===== src/pkg/pcg_map.vh =====
// Purpose: Register map, field positions and reset values of the
//          peripheral clock gate and clock-out select block.
// Assumes: Word-indexed registers; byte address is four times the index.
// Notes:   Definitions only.
`ifndef PCG_MAP_VH
`define PCG_MAP_VH

// ============================================================
// Register indices and bus geometry
`define PCG_IDX_CLKOUT      4'hA
`define PCG_IDX_RATE        4'hB
`define PCG_IDX_ENABLE      4'hC
`define PCG_IDX_RETAIN      4'hE
`define PCG_ADDR_W          6
`define PCG_DATA_W          32
`define PCG_REG_W           16

// ============================================================
// Clock output select fields
`define PCG_CO_PAD3         9
`define PCG_CO_PAD2         8
`define PCG_CO_PAD1         7
`define PCG_CO_PAD0         6
`define PCG_CO_FTEST        5
`define PCG_CO_RESET        16'h0020
`define PCG_CO_MASK         16'h03E0

// ============================================================
// Clock rate fields
`define PCG_RT_QUAD         14
`define PCG_RT_PULSE        13
`define PCG_RT_TWO_WIRE     12
`define PCG_RT_RESET        16'h0000
`define PCG_RT_MASK         16'h7000

// ============================================================
// Clock enable and stop retention fields (same bit layout)
`define PCG_EN_CMP_B        15
`define PCG_EN_CMP_A        14
`define PCG_EN_AOUT1        13
`define PCG_EN_AOUT0        12
`define PCG_EN_ADC          10
`define PCG_EN_TWO_WIRE     6
`define PCG_EN_SER_COMM     4
`define PCG_EN_SER_PERIPH   2
`define PCG_EN_PULSE        0
`define PCG_EN_RESET        16'h0000
`define PCG_EN_MASK         16'hF455

`endif


===== src/hdl/pcg_top.v =====
// Purpose: Peripheral clock gating, clock rate select and test clock-out
//          multiplexing for port A pins 3..0, with an Avalon-MM slave.
// Assumes: One clock ref_clk at 50 MHz; 2X and 3X clocks, the oscillator
//          clock and the stop/PLL status arrive from outside this domain.
// Notes:   Clock-out path is a sampled view, for test only; glitches and
//          aliasing are expected and accepted.
//
// What this block does
// - Select bit 9 puts oscillator clock on pad 3, else pulse output 3.
// - Select bit 8 puts system clock on pad 2, else pulse output 2.
// - Select bit 7 puts 2X system clock on pad 1, else output 1.
// - Select bit 6 puts 3X system clock on pad 0, else output 0.
// - Pad select bits 9..6 reset to zero, pads default to pulse outputs.
// - Factory test bit 5 resets to one; software writes it as one.
// - Rate bit 14 runs quad counter at system rate or 3X.
// - Rate bit 13 runs pulse generator at system rate or 3X.
// - Rate bit 12 runs two-wire run clock at system rate or 3X.
// - The 3X clock exists only while the PLL drives the system clock.
// - Enable bits 15,14,13,12,10 gate comparators, analog outputs, ADC.
// - Enable bits 6,4,2,0 gate two-wire, serial, SPI and pulse clocks.
// - A peripheral with its enable clear is stopped; its accesses do nothing.
// - In Stop mode enabled clocks stop unless retention bit is set.
// - Retention keeps a clock running in Stop only if enabled too.
//
// Register access over Avalon-MM is this design's own decision.
`timescale 1ns/100ps
`include "pcg_map.vh"

module pcg_top
(
  input  wire                    ref_clk,
  input  wire                    rst_n,
  // Avalon-MM slave
  input  wire [`PCG_ADDR_W-1:0]  avs_address,
  input  wire                    avs_read,
  input  wire                    avs_write,
  input  wire [`PCG_DATA_W-1:0]  avs_writedata,
  input  wire [3:0]              avs_byteenable,
  output reg  [`PCG_DATA_W-1:0]  avs_readdata,
  output reg                     avs_waitrequest,
  // Clock sources and system state, all from other domains
  input  wire                    osc_clk,
  input  wire                    sys_clk_x2,
  input  wire                    sys_clk_x3,
  input  wire                    pll_selected,
  input  wire                    stop_mode,
  // Pulse generator outputs to be multiplexed onto port A
  input  wire [3:0]              pulse_out,
  // Port A peripheral output function, pads 3..0
  output reg  [3:0]              port_a_pins,
  // Rate selects: 1 = run at 3X system clock
  output reg                     quad_counter_rate_sel,
  output reg                     pulse_gen_rate_sel,
  output reg                     two_wire_rate_sel,
  // Effective clock enables, bit positions as in the enable register
  output reg  [`PCG_REG_W-1:0]   periph_clk_en
);

  // ============================================================
  // Registers
  reg  [`PCG_REG_W-1:0] clock_output_select;
  reg  [`PCG_REG_W-1:0] peripheral_clock_rate;
  reg  [`PCG_REG_W-1:0] peripheral_clock_enable_low;
  reg  [`PCG_REG_W-1:0] stop_retention_regs;

  reg  [2:0]            sync_osc;
  reg  [2:0]            sync_x2;
  reg  [2:0]            sync_x3;
  reg  [2:0]            sync_pll;
  reg  [2:0]            sync_stop;
  reg                   osc_lvl;
  reg                   x2_lvl;
  reg                   x3_lvl;
  reg                   pll_lvl;
  reg                   stop_lvl;
  reg                   sys_div;

  wire [3:0]            word_idx;
  wire                  bus_req;
  wire                  bus_take;
  wire                  wr_take;
  reg  [`PCG_REG_W-1:0] next_rd;
  reg  [`PCG_REG_W-1:0] wr_lanes;

  assign word_idx = avs_address[`PCG_ADDR_W-1:2];
  assign bus_req  = avs_read | avs_write;
  assign bus_take = bus_req & ~avs_waitrequest;
  assign wr_take  = avs_write & ~avs_waitrequest;

  // ============================================================
  // Input synchronisers: a change counts once stages 2 and 3 agree
  always @(posedge ref_clk or negedge rst_n)
  begin
    if (!rst_n)
    begin
      sync_osc  <= 3'h0;
      sync_x2   <= 3'h0;
      sync_x3   <= 3'h0;
      sync_pll  <= 3'h0;
      sync_stop <= 3'h0;
    end
    else
    begin
      sync_osc  <= {sync_osc[1:0], osc_clk};
      sync_x2   <= {sync_x2[1:0], sys_clk_x2};
      sync_x3   <= {sync_x3[1:0], sys_clk_x3};
      sync_pll  <= {sync_pll[1:0], pll_selected};
      sync_stop <= {sync_stop[1:0], stop_mode};
    end
  end

  // Filtered levels; they hold until the last two stages agree
  always @(posedge ref_clk or negedge rst_n)
  begin
    if (!rst_n)
    begin
      osc_lvl  <= 1'b0;
      x2_lvl   <= 1'b0;
      x3_lvl   <= 1'b0;
      pll_lvl  <= 1'b0;
      stop_lvl <= 1'b0;
    end
    else
    begin
      if (sync_osc[2] == sync_osc[1])
        osc_lvl <= sync_osc[2];
      if (sync_x2[2] == sync_x2[1])
        x2_lvl <= sync_x2[2];
      if (sync_x3[2] == sync_x3[1])
        x3_lvl <= sync_x3[2];
      if (sync_pll[2] == sync_pll[1])
        pll_lvl <= sync_pll[2];
      if (sync_stop[2] == sync_stop[1])
        stop_lvl <= sync_stop[2];
    end
  end

  // System clock image: a flop cannot echo its own clock, so toggle at half
  always @(posedge ref_clk or negedge rst_n)
  begin
    if (!rst_n)
      sys_div <= 1'b0;
    else
      sys_div <= ~sys_div;
  end

  // ============================================================
  // Bus handshake: one wait cycle, then a single-cycle answer
  always @(posedge ref_clk or negedge rst_n)
  begin
    if (!rst_n)
      avs_waitrequest <= 1'b1;
    else if (bus_req & avs_waitrequest)
      avs_waitrequest <= 1'b0;
    else
      avs_waitrequest <= 1'b1;
  end

  // Read mux; reserved bits and unmapped words read zero
  always @*
  begin
    case (word_idx)
      `PCG_IDX_CLKOUT: next_rd = clock_output_select & `PCG_CO_MASK;
      `PCG_IDX_RATE:   next_rd = peripheral_clock_rate & `PCG_RT_MASK;
      `PCG_IDX_ENABLE: next_rd = peripheral_clock_enable_low & `PCG_EN_MASK;
      `PCG_IDX_RETAIN: next_rd = stop_retention_regs & `PCG_EN_MASK;
      default:         next_rd = 16'h0000;
    endcase
  end

  // Read data is loaded with the drop of waitrequest and held after
  always @(posedge ref_clk or negedge rst_n)
  begin
    if (!rst_n)
      avs_readdata <= 32'h00000000;
    else if (avs_read & avs_waitrequest)
      avs_readdata <= {16'h0000, next_rd};
  end

  // Byte lanes 0 and 1 carry the 16-bit register; lanes 2 and 3 ignored
  always @*
  begin
    wr_lanes = 16'h0000;
    if (avs_byteenable[0])
      wr_lanes[7:0] = 8'hFF;
    if (avs_byteenable[1])
      wr_lanes[15:8] = 8'hFF;
  end

  // ============================================================
  // Register writes; reserved bits are masked off and never stored
  always @(posedge ref_clk or negedge rst_n)
  begin
    if (!rst_n)
    begin
      clock_output_select         <= `PCG_CO_RESET;
      peripheral_clock_rate       <= `PCG_RT_RESET;
      peripheral_clock_enable_low <= `PCG_EN_RESET;
      stop_retention_regs         <= `PCG_EN_RESET;
    end
    else if (wr_take)
    begin
      case (word_idx)
        `PCG_IDX_CLKOUT:
          clock_output_select <= ((avs_writedata[15:0] & wr_lanes) |
            (clock_output_select & ~wr_lanes)) & `PCG_CO_MASK;
        `PCG_IDX_RATE:
          peripheral_clock_rate <= ((avs_writedata[15:0] & wr_lanes) |
            (peripheral_clock_rate & ~wr_lanes)) & `PCG_RT_MASK;
        `PCG_IDX_ENABLE:
          peripheral_clock_enable_low <= ((avs_writedata[15:0] & wr_lanes) |
            (peripheral_clock_enable_low & ~wr_lanes)) & `PCG_EN_MASK;
        `PCG_IDX_RETAIN:
          stop_retention_regs <= ((avs_writedata[15:0] & wr_lanes) |
            (stop_retention_regs & ~wr_lanes)) & `PCG_EN_MASK;
        default:
          clock_output_select <= clock_output_select;
      endcase
    end
  end

  // ============================================================
  // Port A clock-out multiplexer, for test observation only
  always @(posedge ref_clk or negedge rst_n)
  begin
    if (!rst_n)
      port_a_pins <= 4'h0;
    else
    begin
      port_a_pins[3] <= clock_output_select[`PCG_CO_PAD3] ?
                        osc_lvl : pulse_out[3];
      port_a_pins[2] <= clock_output_select[`PCG_CO_PAD2] ?
                        sys_div : pulse_out[2];
      port_a_pins[1] <= clock_output_select[`PCG_CO_PAD1] ?
                        x2_lvl : pulse_out[1];
      // 3X image is held low while the PLL is not the system clock
      port_a_pins[0] <= clock_output_select[`PCG_CO_PAD0] ?
                        (x3_lvl & pll_lvl) : pulse_out[0];
    end
  end

  // ============================================================
  // Rate selects fall back to system rate when no 3X clock exists
  always @(posedge ref_clk or negedge rst_n)
  begin
    if (!rst_n)
    begin
      quad_counter_rate_sel <= 1'b0;
      pulse_gen_rate_sel    <= 1'b0;
      two_wire_rate_sel     <= 1'b0;
    end
    else
    begin
      quad_counter_rate_sel <= peripheral_clock_rate[`PCG_RT_QUAD] &
                               pll_lvl;
      pulse_gen_rate_sel    <= peripheral_clock_rate[`PCG_RT_PULSE] &
                               pll_lvl;
      two_wire_rate_sel     <= peripheral_clock_rate[`PCG_RT_TWO_WIRE] &
                               pll_lvl;
    end
  end

  // ============================================================
  // Clock gating: enable bit, then Stop mode unless retention is set.
  // A low enable also tells the peripheral to ignore its bus accesses.
  always @(posedge ref_clk or negedge rst_n)
  begin
    if (!rst_n)
      periph_clk_en <= 16'h0000;
    else
      periph_clk_en <= peripheral_clock_enable_low & `PCG_EN_MASK &
                       ({16{~stop_lvl}} | stop_retention_regs);
  end

endmodule // pcg_top


===== config.mk =====
export PLATFORM = sky130hd
export DESIGN_NAME = pcg_top
export DESIGN_NICKNAME = d
export VERILOG_FILES = /design/src/hdl/pcg_top.v
export VERILOG_INCLUDE_DIRS = /design/src /design/src/pkg
export SDC_FILE = /design/constraint.sdc
export NUM_CORES = 1
export LEC_CHECK = 0
export CORE_MARGIN = 3
export CORE_UTILIZATION = 58
export CTS_CLUSTER_DIAMETER = 200
export DETAILED_ROUTE_END_ITERATION = 10
export DONT_BUFFER_PORTS = 1
export GPL_TIMING_DRIVEN = 0
export PLACE_DENSITY = 0.76
export SYNTH_ARGS = -nofsm -noshare
export SYNTH_HDL_FRONTEND = slang
export SYNTH_SLANG_ARGS = --single-unit

===== constraint.sdc =====
create_clock -name ref_clk -period 1.8 [get_ports ref_clk]
set_clock_uncertainty 0.2 [all_clocks]
set_input_delay 0.09 -clock ref_clk [delete_from_list [all_inputs] [get_ports ref_clk]]
set_output_delay 0.09 -clock ref_clk [all_outputs]
set_load 0.01 [all_outputs]

# == Word-level counts from Yosys, hierarchy flattened ==
# Index checks and enable logic that the tools add are counted.
# word_totals
regBits,87
in_bits,55
out_inout_bits,56
wordCells,66
# classes
n_eq_ne,9
n_mux,8
bitwise_logic,23
n_reduce_logical,4
# op_table
operator,count
16-bit AND,4
16-bit one-hot mux with 4 select lines,1
16-bit bitwise OR,3
4-bit == test (second input constant),4
8-bit two-way mux,2
16-bit inverter,1
15-bit AND,1
15-bit bitwise OR,1
10-bit AND,1
10-bit bitwise OR,1
2-bit AND reduction,4
1-bit AND,7
1-bit == test,5
1-bit two-way mux,5
1-bit inverter,3
1-bit bitwise OR,1

# == Logic depth before layout (Yosys ltp) ==
# logic_depth
depth_word,4
depth_mapped,4
mapped_depth_nobuf,3

# == Least setup slack after synthesis ==
# No wires, ideal clock.
# synth_path
path_type,register -> register
from,register avs_waitrequest
to,register (tool-made name)
arrival_ps,1198
required_ps,1475
path_slack_ps,277
stages_incl_launch_ff,4
n_path_buf,0
synth_period_minus_slack_ps,1523
cell_sequence,dfstp_2 nand3b_2 nor2_2 mux2_2
# synth_rtl
item,line_no,source
from (decl),pcg_top.v:40,"output reg avs_waitrequest,"
from (signal assigned),pcg_top.v:152,avs_waitrequest <= 1'b1;
from (signal assigned),pcg_top.v:154,avs_waitrequest <= 1'b0;
from (signal assigned),pcg_top.v:156,avs_waitrequest <= 1'b1;

==> impl_metrics.py <==
metrics = {
    "status": {
        "status": "finished with violations",
        "violations": "negative hold slack",
    },
    "global_route": {
        "grt_max_degree": 78,
        "grt_pass1_wl_mm": 9.00,
        "grt-ovfl-total": 0,
        "track_usage_pct": 19.5,
        "antenna_found_initial": 0,
        "grt_pass1_vias": 1795,
    },
    "timing": {
        "max_freq_mhz": 596,
        "worst_pin_slew_ns": 0.501,
        "slew_viol_final": 0,
        "setup_viol": 0,
        "rsz0062_at_grt": "no",
        "min_period_ns": 1.68,
        "relSlewSlack_pct": 66.6,
        "fin_ws_ns": 0.123,
        "finalHoldViolCount": 77,
        "whs_ns": -0.760,
        "setup-tns-final_ns": 0,
        "fin_crit_sh_pct": 93.2,
    },
    "worst_setup_path": {
        "ff2ff_path_depth": 3,
        "end_kind": "flip-flop",
        "critPathLaunchType": "flip-flop",
        "cp.arrival_ns": 1.71,
        "cpMaxStageDelayCell": "dfstp_2",
        "r2r-start": "avs_waitrequest",
        "r2r_setup_slack_ns": 0.12,
        "slowest_delay_ns": 0.40,
        "path_class": "flip-flop to flip-flop",
        "cp_max_fo": 6,
        "required_ns": 1.83,
        "cp_cell_sequence": "nand3b_1, nor2_2, mux2_2",
    },
    "cells_and_area": {
        "n_antenna_cell": 0,
        "drive_gt1_share_pct": 27.8,
        "nets": 356,
        "postLayoutCellArea_um2": 3780,
        "area_delta_synth_final_pct": 20.2,
        "nFillCells": 357,
    },
    "placement": {
        "io_buffers": 0,
        "place_area_um2": 3330,
        "post-place-ws_ns": 0.109,
        "hpwl_mm": 3.84,
        "place_congestion": 0.783,
    },
    "worst_hold_path": {
        "min_path_type": "input port to asynchronous set/reset pin",
    },
    "floorplan": {
        "die_y_um": 79.7,
        "row_count": 26,
        "initial_core_util_pct": 60.9,
        "coreArea_um2": 5170,
        "num_io_pins": 111,
        "dieArea_um2": 6350,
        "die_w_um": 79.7,
    },
    "drt": {
        "drtPass1Iterations": 4,
        "vias_per_cell": 4.92,
        "avgRoutedWirePerCell_um": 14.8,
        "drc": 0,
        "detail-route-antenna-nets": 0,
        "drt_first_iter_violations": 98,
        "routed_wl_mm": 5.57,
        "via_count": 1850,
    },
    "synth": {
        "yosysWarnings": 0,
        "synthTopCellsByCount": "75 x dfrtp_1, 29 x mux2_2, 28 x buf_4",
        "seq_area_frac_synth_pct": 61.3,
        "synth_top_area_share_pct": 59.6,
        "yosysTopAreaCell": "dfrtp_1",
        "synthMuxAreaShare_pct": 12.3,
        "async_flop_share_pct": 100,
        "synth.avg_cell_area_um2": 13.3,
        "synth-edff-count": 0,
        "synth-main-ff-cell": "dfrtp_1",
        "synth_area_um2": 3150,
        "ys_types": 32,
        "synth_top_family_by_area": "multiplexers",
        "yosysMostFrequentCell": "dfrtp_1",
        "syn_inst": 237,
        "synth_xor_area_share_pct": 0,
        "yosys.area_share.simple_pct": 9.62,
        "synth_compound_area_share_pct": 6.36,
        "synth_fa_ha_area_share_pct": 1.59,
        "synth_area_leaders": "dfrtp_1 60%, mux2_2 10%, buf_4 6.7%",
        "ys_seq_elements": 77,
    },
    "power_and_ir_drop": {
        "p_leak_nw": 1.77,
        "vdd_drop_max_mv": 0.627,
        "powerDensity_nw_per_um2": 942,
    },
    "clocking": {
        "cts_tree": "yes",
        "cts_buffers": 9,
        "ctsResizeCount": 0,
        "hold_buffers": 28,
        "postCtsSetupBuffers": 0,
        "path_clk_slew_ns": 0.08,
        "root_buffer": "clkbuf_8",
        "clock_path_buffers": 2,
        "clkLatencyLatePin_ns": 0.34,
        "cts.sinks": 77,
        "htreeDepth": 3,
    },
    "run": {
        "drv_cap": 0,
    },
}
## cell usage in the layout, fill, tap and decap left out, drive strengths merged, types with 5 or more instances in the layout
master	count
a21boi	9
buf	30
clkbuf	16
conb	26
dfrtp	75
dlygate4sd3	28
inv	11
maj3	5
mux2	29
mux2i	6
nand2	16
nor2	10
o21ai	12
## per-layer routing
metal | GRT usage, % | up-vias | wire, um
li1 | - | 879 | -
met3 | 6.77 | 9 | 429
met2 | 30.5 | 67 | 2720
met5 | 0 | - | 0
met1 | 23.9 | 895 | 2300
met4 | 9.97 | 0 | 123
## metrics by stage
step	total power, mW	util [%]	instances
floorplan	2.32	-	262
global placement	2.38	64.4	332
detailed placement	2.39	64.4	332
CTS	3.60	73.1	376
global route	3.71	73.1	376
finish	3.56	73.1	376
## layout make-up
type                       instances  area [um^2]  share of cell area (%)
sequential                        77         1930                    51.0
multi-input combinational        142         1040                    27.4
buffer                            32          234                    6.19
timing repair buffer              28          280                    7.41
clock inverter                     2         10.0                   0.265
inverter                          11         41.3                    1.09
tap                               70         87.6                    2.32
clock buffer                      14          163                    4.30
## worst max-delay path: cells and delay by family, from the launching register on
family,cells,cell delay [ns]
mux,1,0.37
flops,1,0.40
simple gates,2,0.61
## cells by family (layout without fill, tap and decap cells)
family	Yosys count	count (layout)
AO/OA/AOI/OAI	32	32
flip-flops	77	77
AND/OR/NAND/NOR	44	44
other	1	26
buffers and inverters	43	87
multiplexers	35	35
adder cells (fa/ha/maj)	5	5
## worst max-delay path by stage
stage / start / slack [ns] / endpoint / cells past startpoint
detailed placement: avs_waitrequest / 0.11 / flip-flop / 3
floorplan: avs_waitrequest / 0.28 / flip-flop / 3
CTS: avs_waitrequest / 0.10 / flip-flop / 3
global placement: avs_waitrequest / 0.13 / flip-flop / 3
global route: avs_waitrequest / 0.007 / flip-flop / 3
finish: avs_waitrequest / 0.12 / flip-flop / 3
## power breakdown
part	switching (mW)	total (mW)	internal, mW
combinational	0.153	0.375	0.223
clock	0.574	1.15	0.574
sequential	0.137	2.04	1.90
(Power assumes the default switching activity.)
